$ cat src/logic/rge_consts.svh
`ifndef RGE_CONSTS_SVH
`define RGE_CONSTS_SVH

// Register indices; the APB byte address is four times the index
`define RGE_IDX_DATA    5'h00
`define RGE_IDX_MASK    5'h01
`define RGE_IDX_PDIR    5'h02
`define RGE_IDX_PEN     5'h03
`define RGE_IDX_HCFG    5'h04
`define RGE_IDX_STATUS  5'h05
`define RGE_IDX_SWRST   5'h1C

// Status and software reset register fields
`define RGE_ST_GP_BIT    0
`define RGE_ST_DRV_BIT   1
`define RGE_ST_USID_LO   4
`define RGE_ST_USID_HI   7
`define RGE_SWRST_BIT    0

// Unique slave identifiers selected by the address strap
`define RGE_USID_ADR_LOW   4'h1
`define RGE_USID_ADR_HIGH  4'h9

// Reset values
`define RGE_RST_DATA       8'h00
`define RGE_RST_PDIR       8'h00
`define RGE_RST_PEN        8'hFF
`define RGE_RST_HCFG       8'hFF
`define RGE_RST_MASK_GP    8'hFF
`define RGE_RST_MASK_AUTO  8'h00
`define RGE_RST_OE_N       8'hFF
`define RGE_RST_PD         8'hFF

// Serial frame layout
`define RGE_CMD_LAST   4'hC
`define RGE_DATA_LAST  4'h8
`define RGE_TAIL_SEEN  4'h1
`define RGE_CMD_WR     3'h2
`define RGE_CMD_RD     3'h3

`endif

$ cat src/logic/rge_pkg.sv
package rge_pkg;

    typedef enum logic [2:0] {
        RGE_LINK_IDLE  = 3'b000,
        RGE_LINK_SSC   = 3'b001,
        RGE_LINK_CMD   = 3'b010,
        RGE_LINK_WDATA = 3'b011,
        RGE_LINK_RPARK = 3'b100,
        RGE_LINK_RDATA = 3'b101,
        RGE_LINK_RTAIL = 3'b110,
        RGE_LINK_PARK  = 3'b111
    } rge_link_state_t;

    typedef struct packed {
        logic            sclk_q;
        logic            sdata_q;
        rge_link_state_t link;
        logic [3:0]      bit_cnt;
        logic [11:0]     shift;
        logic [4:0]      addr;
        logic [8:0]      tx;
        logic            sd_out;
        logic            sd_oe_n;
        logic            taken;
        logic            auto_mode;
        logic            first_done;
        logic [3:0]      usid;
        logic [7:0]      data;
        logic [7:0]      mask;
        logic [7:0]      pdir;
        logic [7:0]      pen;
        logic [7:0]      hcfg;
        logic [7:0]      pin_oe_n;
        logic [7:0]      pu;
        logic [7:0]      pd;
        logic [31:0]     prdata;
    } rge_top_state_t;

endpackage : rge_pkg

$ cat src/logic/rge_gpo_top.sv
// Register access over APB and the register addresses are this design's own decisions.
`timescale 1ns/1ns
`include "rge_consts.svh"

// Operation
// - Address strap low selects identifier 0001, high selects 1001.
// - Eight outputs, each settable to drive high, drive low or high-impedance.
// - Each output may enable a weak pull-up or weak pull-down.
// - Configuration strap level at power-on picks auto or general mode for all outputs.
// - Auto mode resets outputs high-impedance, pull-down on, data unmasked.
// - Auto mode: writing output data turns the pull-down off.
// - Auto mode: that write enables drivers at once, level per written bit.
// - Auto mode: masking works; pulls and high-impedance stay fixed.
// - Auto mode ignores writes to pull direction, pull enable, high config.
// - General mode resets outputs high-impedance, pull-down on, data masked.
// - General mode: first data write drives all low, pull-down kept.
// - Supply pin low, power-on reset or software command resets everything.
// - Serial host interface follows the RF front-end bus revision 1.10.
module rge_gpo_top
    import rge_pkg::*;
#(
    parameter int ADDR_W = 8
) (
    input  wire logic              core_clk_in,
    input  wire logic              sys_rst_in,
    input  wire logic              psel_in,
    input  wire logic              penable_in,
    input  wire logic              pwrite_in,
    input  wire logic [ADDR_W-1:0] paddr_in,
    input  wire logic [31:0]       pwdata_in,
    input  wire logic [3:0]        pstrb_in,
    output logic      [31:0]       prdata_out,
    output logic                   pready_out,
    output logic                   pslverr_out,
    input  wire logic              rffe_clk_in,
    input  wire logic              rffe_data_in,
    output logic                   rffe_data_out,
    output logic                   rffe_data_oe_n_out,
    input  wire logic              bus_io_supply_reset_pin_in,
    input  wire logic              addr_strap_in,
    input  wire logic              config_strap_in,
    output logic      [7:0]        output_channel_out,
    output logic      [7:0]        output_channel_oe_n_out,
    output logic      [7:0]        weak_pull_up_out,
    output logic      [7:0]        weak_pull_down_out
);

    rge_top_state_t s;
    rge_top_state_t next_s;
    logic [4:0]     pins_sync;

    logic           sclk;
    logic           sdata;
    logic           vio_ok;
    logic           adr_lvl;
    logic           cfg_lvl;
    logic           sclk_fall;
    logic           sclk_rise;
    logic           ssc_start;
    logic [12:0]    cmd_frame;
    logic [8:0]     data_frame;
    logic           link_wr;
    logic [4:0]     link_wa;
    logic [7:0]     link_wd;
    logic [4:0]     apb_idx;
    logic           apb_mapped;
    logic           apb_wr;
    logic           wr;
    logic [4:0]     wa;
    logic [7:0]     wd;
    logic           swrst;
    logic [7:0]     drive;
    logic [7:0]     rd_byte;

    function automatic rge_top_state_t reset_state();
        rge_top_state_t r;
        r            = '0;
        r.link       = RGE_LINK_IDLE;
        r.sd_oe_n    = 1'b1;
        r.data       = `RGE_RST_DATA;
        r.mask       = `RGE_RST_MASK_GP;
        r.pdir       = `RGE_RST_PDIR;
        r.pen        = `RGE_RST_PEN;
        r.hcfg       = `RGE_RST_HCFG;
        r.pin_oe_n   = `RGE_RST_OE_N;
        r.pd         = `RGE_RST_PD;
        return r;
    endfunction : reset_state

    // Constant copy so the asynchronous reset loads constants only
    localparam rge_top_state_t RST_STATE = reset_state();

    // Gaps in the map answer an error and are never written
    function automatic logic is_mapped(input logic [4:0] idx);
        unique case (idx)
            `RGE_IDX_DATA, `RGE_IDX_MASK, `RGE_IDX_PDIR, `RGE_IDX_PEN,
            `RGE_IDX_HCFG, `RGE_IDX_STATUS, `RGE_IDX_SWRST: is_mapped = 1'b1;
            default: is_mapped = 1'b0;
        endcase
    endfunction : is_mapped

    // Status: bit 0 general mode, bit 1 drivers on, top nibble identifier
    function automatic logic [7:0] read_reg(input rge_top_state_t r, input logic [4:0] idx);
        read_reg = 8'h00;
        unique case (idx)
            `RGE_IDX_DATA:  read_reg = r.data;
            `RGE_IDX_MASK:  read_reg = r.mask;
            `RGE_IDX_PDIR:  read_reg = r.pdir;
            `RGE_IDX_PEN:   read_reg = r.pen;
            `RGE_IDX_HCFG:  read_reg = r.hcfg;
            `RGE_IDX_STATUS: begin
                read_reg[`RGE_ST_GP_BIT]                 = ~r.auto_mode;
                read_reg[`RGE_ST_DRV_BIT]                = r.first_done;
                read_reg[`RGE_ST_USID_HI:`RGE_ST_USID_LO] = r.usid;
            end
            default:        read_reg = 8'h00;
        endcase
    endfunction : read_reg

    // Pins and straps arrive from outside the core clock domain
    rge_sync #(
        .W (5)
    ) u_sync (
        .core_clk_in (core_clk_in),
        .sys_rst_in  (sys_rst_in),
        .async_in    ({config_strap_in, addr_strap_in, bus_io_supply_reset_pin_in,
                       rffe_data_in, rffe_clk_in}),
        .sync_out    (pins_sync)
    );

    assign sclk    = pins_sync[0];
    assign sdata   = pins_sync[1];
    assign vio_ok  = pins_sync[2];
    assign adr_lvl = pins_sync[3];
    assign cfg_lvl = pins_sync[4];

    assign sclk_fall  = s.sclk_q & ~sclk;
    assign sclk_rise  = ~s.sclk_q & sclk;
    assign cmd_frame  = {s.shift, sdata};
    assign data_frame = {s.shift[7:0], sdata};
    assign apb_idx    = paddr_in[6:2];
    assign apb_mapped = (paddr_in[ADDR_W-1:7] == '0) && (paddr_in[1:0] == 2'h0)
                        && is_mapped(apb_idx);
    assign rd_byte    = read_reg(s, s.addr);

    // Sequence start: data pulses high while the serial clock rests low
    assign ssc_start = ~sclk & ~s.sdata_q & sdata & s.sd_oe_n;

    always_comb begin
        next_s         = s;
        next_s.sclk_q  = sclk;
        next_s.sdata_q = sdata;
        link_wr        = 1'b0;
        link_wa        = `RGE_IDX_DATA;
        link_wd        = 8'h00;

        unique case (s.link)
            RGE_LINK_IDLE, RGE_LINK_PARK: begin
                next_s.link = s.link;
            end
            RGE_LINK_SSC: begin
                // A clock rise inside the start pulse means it was no start
                if (sclk_rise) begin
                    next_s.link = RGE_LINK_IDLE;
                end else if (s.sdata_q & ~sdata) begin
                    next_s.link    = RGE_LINK_CMD;
                    next_s.bit_cnt = 4'h0;
                end
            end
            RGE_LINK_CMD: begin
                if (sclk_fall) begin
                    next_s.shift   = cmd_frame[11:0];
                    next_s.bit_cnt = s.bit_cnt + 4'h1;
                    if (s.bit_cnt == `RGE_CMD_LAST) begin
                        next_s.link    = RGE_LINK_PARK;
                        next_s.bit_cnt = 4'h0;
                        next_s.addr    = cmd_frame[5:1];
                        if ((^cmd_frame) && s.taken && (cmd_frame[12:9] == s.usid)) begin
                            if (cmd_frame[8]) begin
                                link_wr = 1'b1;
                                link_wd = {1'b0, cmd_frame[7:1]};
                            end else if (cmd_frame[8:6] == `RGE_CMD_WR) begin
                                next_s.link = RGE_LINK_WDATA;
                            end else if (cmd_frame[8:6] == `RGE_CMD_RD) begin
                                next_s.link = RGE_LINK_RPARK;
                            end
                        end
                    end
                end
            end
            RGE_LINK_WDATA: begin
                if (sclk_fall) begin
                    next_s.shift   = {3'h0, data_frame};
                    next_s.bit_cnt = s.bit_cnt + 4'h1;
                    if (s.bit_cnt == `RGE_DATA_LAST) begin
                        next_s.link = RGE_LINK_PARK;
                        // Bad parity drops the write silently
                        if (^data_frame) begin
                            link_wr = 1'b1;
                            link_wa = s.addr;
                            link_wd = data_frame[8:1];
                        end
                    end
                end
            end
            RGE_LINK_RPARK: begin
                // Master parks the line for one cycle before we drive
                if (sclk_fall) begin
                    next_s.link    = RGE_LINK_RDATA;
                    next_s.tx      = {rd_byte, ~^rd_byte};
                    next_s.bit_cnt = 4'h0;
                end
            end
            RGE_LINK_RDATA: begin
                // Change after the rise so the bit is steady at the master's fall
                if (sclk_rise) begin
                    next_s.sd_oe_n = 1'b0;
                    next_s.sd_out  = s.tx[8];
                    next_s.tx      = {s.tx[7:0], 1'b0};
                    next_s.bit_cnt = s.bit_cnt + 4'h1;
                    if (s.bit_cnt == `RGE_DATA_LAST) begin
                        next_s.link    = RGE_LINK_RTAIL;
                        next_s.bit_cnt = 4'h0;
                    end
                end
            end
            RGE_LINK_RTAIL: begin
                // Drive the park low for one clock, release on its falling edge
                if (sclk_rise) begin
                    next_s.sd_out  = 1'b0;
                    next_s.bit_cnt = `RGE_TAIL_SEEN;
                end else if (sclk_fall && (s.bit_cnt == `RGE_TAIL_SEEN)) begin
                    next_s.sd_oe_n = 1'b1;
                    next_s.link    = RGE_LINK_PARK;
                end
            end
        endcase

        // A new start abandons whatever frame was in progress, unless we are driving the data line
        if (ssc_start) begin
            next_s.link = RGE_LINK_SSC;
        end

        // Straps are read once; moving them later needs a reset
        // straps caught once the supply pin is up
        if (vio_ok && !s.taken) begin
            next_s.taken     = 1'b1;
            next_s.auto_mode = ~cfg_lvl;
            next_s.usid      = adr_lvl ? `RGE_USID_ADR_HIGH : `RGE_USID_ADR_LOW;
            // auto mode unmasked; general mode masked
            next_s.mask      = cfg_lvl ? `RGE_RST_MASK_GP : `RGE_RST_MASK_AUTO;
        end

        // Serial writes win; APB waits a cycle by holding pready low
        wr    = link_wr | apb_wr;
        wa    = link_wr ? link_wa : apb_idx;
        wd    = link_wr ? link_wd : pwdata_in[7:0];
        swrst = 1'b0;

        if (wr && s.taken) begin
            unique case (wa)
                `RGE_IDX_DATA: begin
                    if (s.auto_mode) begin
                        next_s.pen        = 8'h00;
                        next_s.first_done = 1'b1;
                        next_s.data       = (wd & ~s.mask) | (s.data & s.mask);
                    end else if (!s.first_done) begin
                        next_s.first_done = 1'b1;
                        // The written value is discarded on purpose
                        next_s.data       = `RGE_RST_DATA;
                    end else begin
                        next_s.data       = (wd & ~s.mask) | (s.data & s.mask);
                    end
                end
                // masking stays usable in both modes
                `RGE_IDX_MASK: next_s.mask = wd;
                // auto mode ignores pull and high config
                `RGE_IDX_PDIR: if (!s.auto_mode) next_s.pdir = wd;
                `RGE_IDX_PEN:  if (!s.auto_mode) next_s.pen  = wd;
                `RGE_IDX_HCFG: if (!s.auto_mode) next_s.hcfg = wd;
                `RGE_IDX_SWRST: swrst = wd[`RGE_SWRST_BIT];
                default: begin
                end
            endcase
        end

        // supply pin low or software command resets all
        if (!vio_ok || swrst) begin
            next_s        = reset_state();
            // Edge history survives so no false edge follows the reset
            next_s.sclk_q = sclk;
            next_s.sdata_q = sdata;
        end

        // Driven after the first data write unless a high bit meets a disabled high drive
        // high, low or high-impedance per channel
        drive           = {8{next_s.first_done}} & (~next_s.data | next_s.hcfg);
        next_s.pin_oe_n = ~drive;
        next_s.pu       = next_s.pen & next_s.pdir;
        next_s.pd       = next_s.pen & ~next_s.pdir;

        // Read data is captured every selected cycle so it is a flop at the port
        if (psel_in) begin
            next_s.prdata = apb_mapped ? {24'h000000, read_reg(s, apb_idx)} : 32'h00000000;
        end
    end

    // Misaligned or unmapped accesses end with an error
    // APB write only completes in a cycle free of serial writes
    assign pready_out  = ~link_wr;
    assign pslverr_out = psel_in & penable_in & ~apb_mapped;
    assign apb_wr      = psel_in & penable_in & pwrite_in & pstrb_in[0] & apb_mapped & ~link_wr;

    always_ff @(posedge core_clk_in or posedge sys_rst_in) begin
        if (sys_rst_in) begin
            s <= RST_STATE;
        end else begin
            s <= next_s;
        end
    end

    assign prdata_out              = s.prdata;
    assign rffe_data_out           = s.sd_out;
    assign rffe_data_oe_n_out      = s.sd_oe_n;
    assign output_channel_out      = s.data;
    assign output_channel_oe_n_out = s.pin_oe_n;
    assign weak_pull_up_out        = s.pu;
    assign weak_pull_down_out      = s.pd;

endmodule : rge_gpo_top

$ cat src/logic/rge_sync.sv
`timescale 1ns/1ns

module rge_sync #(
    parameter int W = 1
) (
    input  wire logic         core_clk_in,
    input  wire logic         sys_rst_in,
    input  wire logic [W-1:0] async_in,
    output logic      [W-1:0] sync_out
);

    typedef struct packed {
        logic [W-1:0] stage1;
        logic [W-1:0] stage2;
    } rge_sync_state_t;

    rge_sync_state_t s;
    rge_sync_state_t next_s;

    // The first stage feeds only the second, to let metastability settle
    always_comb begin
        next_s        = s;
        next_s.stage1 = async_in;
        next_s.stage2 = s.stage1;
    end

    always_ff @(posedge core_clk_in or posedge sys_rst_in) begin
        if (sys_rst_in) begin
            s <= '0;
        end else begin
            s <= next_s;
        end
    end

    assign sync_out = s.stage2;

endmodule : rge_sync

$ cat config.mk
export PLATFORM = sky130hd
export DESIGN_NAME = rge_gpo_top
export DESIGN_NICKNAME = d
export VERILOG_FILES = /design/src/logic/rge_pkg.sv /design/src/logic/rge_gpo_top.sv /design/src/logic/rge_sync.sv
export VERILOG_INCLUDE_DIRS = /design/src /design/src/logic
export SDC_FILE = /design/constraint.sdc
export NUM_CORES = 1
export LEC_CHECK = 0
export BUFFER_PORTS_ARGS = -buffer_cell sky130_fd_sc_hd__buf_4
export CELL_PAD_IN_SITES_DETAIL_PLACEMENT = 1
export CELL_PAD_IN_SITES_GLOBAL_PLACEMENT = 1
export CORE_UTILIZATION = 35
export CTS_BUF_LIST = sky130_fd_sc_hd__clkbuf_4 sky130_fd_sc_hd__clkbuf_8
export DETAILED_ROUTE_END_ITERATION = 16
export MAX_ROUTING_LAYER = met4
export PLACE_DENSITY_LB_ADDON = 0.1
export RECOVER_POWER = 100
export SETUP_SLACK_MARGIN = 0.3
export SLEW_MARGIN = 20
export SYNTH_ARGS = -nofsm -noshare
export SYNTH_HDL_FRONTEND = slang
export SYNTH_SLANG_ARGS = --single-unit
$ cat constraint.sdc
create_clock -name core_clk_in -period 4.2 [get_ports core_clk_in]
set_input_delay 0.42 -clock core_clk_in [delete_from_list [all_inputs] [get_ports core_clk_in]]
set_output_delay 0.42 -clock core_clk_in [all_outputs]
set_load 0.005 [all_outputs]
* Word level (Yosys, flattened, before mapping) *
Cells that the tools add are included.

operators by class
  $add $sub $neg = 1
  eq/ne operators = 49
  multiplexer cells = 83
  bitwise gates (word level) = 33
  reduce and logical (&&, ||, !) cells = 36

operator list
  kind                  count
  $mux W138             1
  $mux W8               17
  $pmux W4 S6           3
  $mux W7               9
  $and A8 B8 Y8         5
  $mux W40              1
  $ne A4 B4 Y1 const B  9
  $mux W5               7
  $mux W32              1
  $not A8 Y8            4
  $pmux W8 S2           2
  $eq A5 B2 Y1 const B  6
  $ne A3 B3 Y1 const B  10
  $eq A5 B3 Y1 const B  5
  $mux W24              1
  $mux W3               8
  $pmux W12 S2          1
  $pmux W2 S6           2
  $pmux W2 S5           2
  $mux W19              1
  $pmux W3 S6           1
  $pmux W9 S2           1
  $mux W4               4
  $or A8 B8 Y8          2
  other kinds (37)      99

word-level totals
  register bits = 150
  bits of input ports = 54
  output and inout port bits = 68
  logic and storage cells = 226

* Depth between registers and ports, before layout *
  depth in word-level cells = 19
  mapped depth = 16
  depth with buffers taken out = 15

* Hierarchy *
Synthesis repeated with hierarchy kept, for this count alone.

unflattened totals
  cells, all modules = 773
  area total of the unflattened synthesis = 7,390.8 um2

modules (own cells, without submodules)
  module       instances  cells each  area an instance (um2)  seq. area each (um2)
  rge_gpo_top  1          762         7,136.8                 2,879.0
  rge_sync     1          11          254.0                   250.2

* Worst setup path before layout *
Ideal clock, no wire load.

  path kind = register to register
  start point = reg s, in the netlist cmd_frame[6]
  end point = reg s, in the netlist weak_pull_up_out[7]
  library setup time = 0.130 ns
  arrival time = 3.844 ns
  required time = 4.070 ns
  path slack = 0.226 ns
  cell stages (with the launch flop) = 15
  buffers on the path = 1
  clock period less this slack = 3.974 ns
  cells stage by stage = dfrtp_1 -> inv_1 -> ha_1 -> xor2_1 -> xnor3_2 -> ha_1 -> nor4bb_1 -> o21ai_1 -> or4_1 -> a41oi_1 -> nand3b_2 -> buf_6 -> mux2_2 -> and2_4 -> nor2b_4

RTL lines
  what                    line                text
  start, declared         rge_gpo_top.sv:48   rge_top_state_t s;
  start signal, assigned  rge_gpo_top.sv:318  s <= next_s;

==> results list <==
- The flow ran to the end, but the final reports show violations.
- The final reports fail on max-capacitance violations, max-slew violations.
* Type of element launching the critical path: flop
- Maximum buffer depth of the clock tree: 2
* Achievable frequency: about 260 MHz
- Share of the core filled with cells in the final layout: roughly 41%
* Pwr per Cell Area: roughly 340 nW/µm²
- In the final routed layout, each cell accounts on average for approximately 22 µm.
* TritonCTS clock tree: done
- Number of warnings printed during yosys synthesis: 0
* Number of global-route vias before repair: 6,330
- For this run, the total global-route usage over all layers was measured as approximately a quarter.
- The net count of the finished layout is slightly below 900.
- Post-CTS clock slew at the launch and capture registers of the worst setup and hold paths: roughly 0.080 ns
- The worst setup path is captured at a flop.
- WS Path Type: flop to flop
* Number of clock buffers inserted by TritonCTS: 17
- The smallest clock period supported by the final layout is computed as 3.85 ns.
* Site row count: 52
* Final non-filler cell total: 1,116
- IO Port Bufs: 70
- Gp weighted congestion: 0.876
- The cell family contributing the most delay on the critical path is compound AO/OA/AOI/OAI gates.
- Prior to clock tree synthesis, the placed netlist has a worst setup slack of ~0.093 ns.
- The number of antenna violations at the first check in global routing came to 0.
* Overflow left after global routing: 0
- Hold repair after CTS inserted 0 buffers.
* ANT nets after route: 0
- After detailed routing, the total wire length is 24,100 µm.
* Placed standard-cell area: approximately 8000 µm²
* Max stage delay cell, worst path: xnor3_1
* Total non-filler cell area in the finished layout: ~8400 µm²
- In this run the biggest area consumer among cell types represents approximately 28% of the synthesized area.
- Counting flops with a built-in enable in the synthesized netlist gives 0.
* Number of top-level design ports: 122
- At the worst endpoint, the required time is 4.58 ns.
* Worst-Margin Slew: about 3.1 ns
- Max Cap Violations: 1
- Count of final max-slew check failures: 124
* Worst Setup Slack, final: approximately 0.35 ns
* Commonest cells after routing, fill and taps aside: nand2_1, dfrtp_1, nor2_1
- After synthesis, the share of flip-flops with an asynchronous set or reset is 100%.
* Placed cells: between 1,000 and 1,500
- Setup-failing EPs final: 0
* Final period utilization: approximately nine tenths
- In this run, the number of DRC markers left after iteration 0 of detailed routing was between 400 and 500.
- Before antenna repair, the detailed router went through 4 iterations.
- Summed over all instances, the cell type with the most area after synthesis is dfrtp_1.
- Biggest area contributors in the synthesized netlist: dfrtp_1, dfstp_2, buf_4, a21oi_1, nand2_1
- Wire length of the first global-routing pass: approximately 38,000 µm
- In this run the horizontal extent of the chip is between 100 and 150 µm.
- Avg Synthesized Cell Area: around 9.3 µm²
- After detailed routing, the number of vias per cell comes to ~5.5.
- At the worst endpoint, the arrival time is 4.23 ns.
- Overall power consumption after layout is estimated at between 2 and 3 mW.
- Number of levels the H-tree was split into: 4
* Most frequently used flop master after synthesis: dfrtp_1
* Detailed placer's ending HPWL: ~18,000 µm
* Count of inserted antenna diode cells: 0
- In the routed design, unresolved DRC markers number 0.
* Overall via count from detail_route: around 6,100
- The library cell used most frequently in the layout, excluding fill and tap cells, is nand2_1.
* Area growth, synth to finish: 15.5%
* Min Hold Slack: ~0.088 ns
- Maximum vdd ir drop: 0.192 mV
- Die Span Y: approximately 150 µm
- Final setup TNS: 0 ns
- Setup repair after global routing left no endpoint under its margin.
- Sinks on Clock Net: between 100 and 150
* Layout cell share with drive strength beyond 1: 27.1%
- Std-Cell Core Area: just over 20,000 µm²
- Clock tree synthesis selected as its root buffer the cell clkbuf_8.
- For the final database, setup skew stands at approximately 0.017 ns.
- At the later pin of the worst-skew pair, clock insertion delay measures roughly 0.46 ns.
* LEAKAGE: 3.56 nW
- Type of the most critical hold path: input port to flop
* Largest net degree at the start of global routing: 124
- Along the worst path, the maximum fanout reaches 9.
- Walking the worst path, the cells encountered are xnor3_1, xnor3_1, ha_1, nand4bb_1, a21oi_2, o21ai_2, a221oi_2, clkbuf_2, mux2_2, or2_2.
- In the synthesized netlist, the number of instances is ~800.
- Largest stage delay on the critical path: roughly 0.44 ns
- Headroom to the max-slew limit came out at -106%.
* Cell mode on critical path: xnor3_1
- The initial utilization of the core area, before any placement, comes to 35.8%.
* Total Die Area: between 20,000 and 25,000 µm²
- Number of buffer and inverter instances along the worst setup path: 1
- Part of the Yosys area used for sequential elements: about 43%
* Count of state elements after synthesis: approximately 120
- Synthesis instantiated between 70 and 80 different standard cells from the library.
- The synthesized netlist occupies a cell area of 7300 µm².
- The final-report hold violation count is 0.
-- kinds of logic (layout without fill, tap and decap cells) --
kind of cell               count (synthesis)  in the layout  share of synthesized area [%]
adders and majority gates                  6              6                           1.03
other                                      1             24                         0.0514
xor gates and xnor gates                  13             13                           2.06
DFF                                      123            123                           42.9
and+or+nand+nor                          263            263                           18.3
buffers and inverters                    123            161                           10.1
muxes                                     35             35                           5.13
AOI/OAI and AO/OA                        221            221                           20.5
-- layout make-up --
class                      count  area [µm²]
timing repair buffer         109         807
clock buffer                  19         255
fill                        2355       11900
multi-input combinational    562        3560
sequential                   123        3130
clock inverter                13         262
inverter                      20        78.8
tap                          270         338
-- flip-flops by register name, indices dropped and copies added, names as in the netlist --
name and count:
rffe_data_oe_n_out 1, u_sync.next_s 5, rffe_data_out 1, output_channel_out 8, u_sync.sync_out 5, s 59, weak_pull_up_out 8, output_channel_oe_n_out 8
prdata_out 8, cmd_frame 12, weak_pull_down_out 8
-- cells in the mapped netlist, types with 7 or more instances --
cell,instances
nand2_1,84
dfrtp_1,82
buf_4,68
a21oi_1,64
nor2_1,64
o21ai_0,45
dfstp_2,41
a22oi_1,21
clkbuf_1,21
mux2_2,19
inv_1,18
and3_1,16
mux2i_1,16
nand3_1,16
a22o_1,15
a211oi_1,14
buf_2,9
nor3_1,9
nor3b_1,9
or2_2,9
a21o_1,8
nor2b_1,7
or3_1,7
xnor2_1,7
-- where the power goes --
group / internal (mW) / switching [mW]
clock network: 0.855 / 0.528
logic: 0.0800 / 0.152
registers: 1.21 / 0.0308
-- routing by layer --
layer / vias to the layer above / routed length [µm] / track usage (%)
met1: 3079 / 11500 / 32.4
met5: - / 0 / -
met2: 175 / 10900 / 35.6
met4: 0 / 595 / 9.43
met3: 40 / 1170 / 4.19
li1: 2823 / - / -
-- path summary, 6_finish.rpt --
path,from,endpoint,slack (ns),cells past startpoint
max,u_sync.sync_out[1],s[57],0.35,10
min,rffe_data_in,u_sync.next_s[1],0.09,1
max reg2reg,u_sync.sync_out[1],s[57],0.35,10
min reg2reg,u_sync.next_s[2],u_sync.sync_out[2],0.35,0
max in group asynchronous,sys_rst_in,s[118],1.24,3
min in group asynchronous,sys_rst_in,s[131],1.11,3
-- what timing repair did --
| action | in CTS | in global routing |
|---|---|---|
| setup buffers | 0 | 1 |
| endpoints found under the setup margin | 32 | 99 |
| gates resized for setup | 11 | 12 |
| cloned | 0 | 0 |
| pin swaps | 0 | 4 |
No activity file was read; power rests on OpenSTA's default activity.
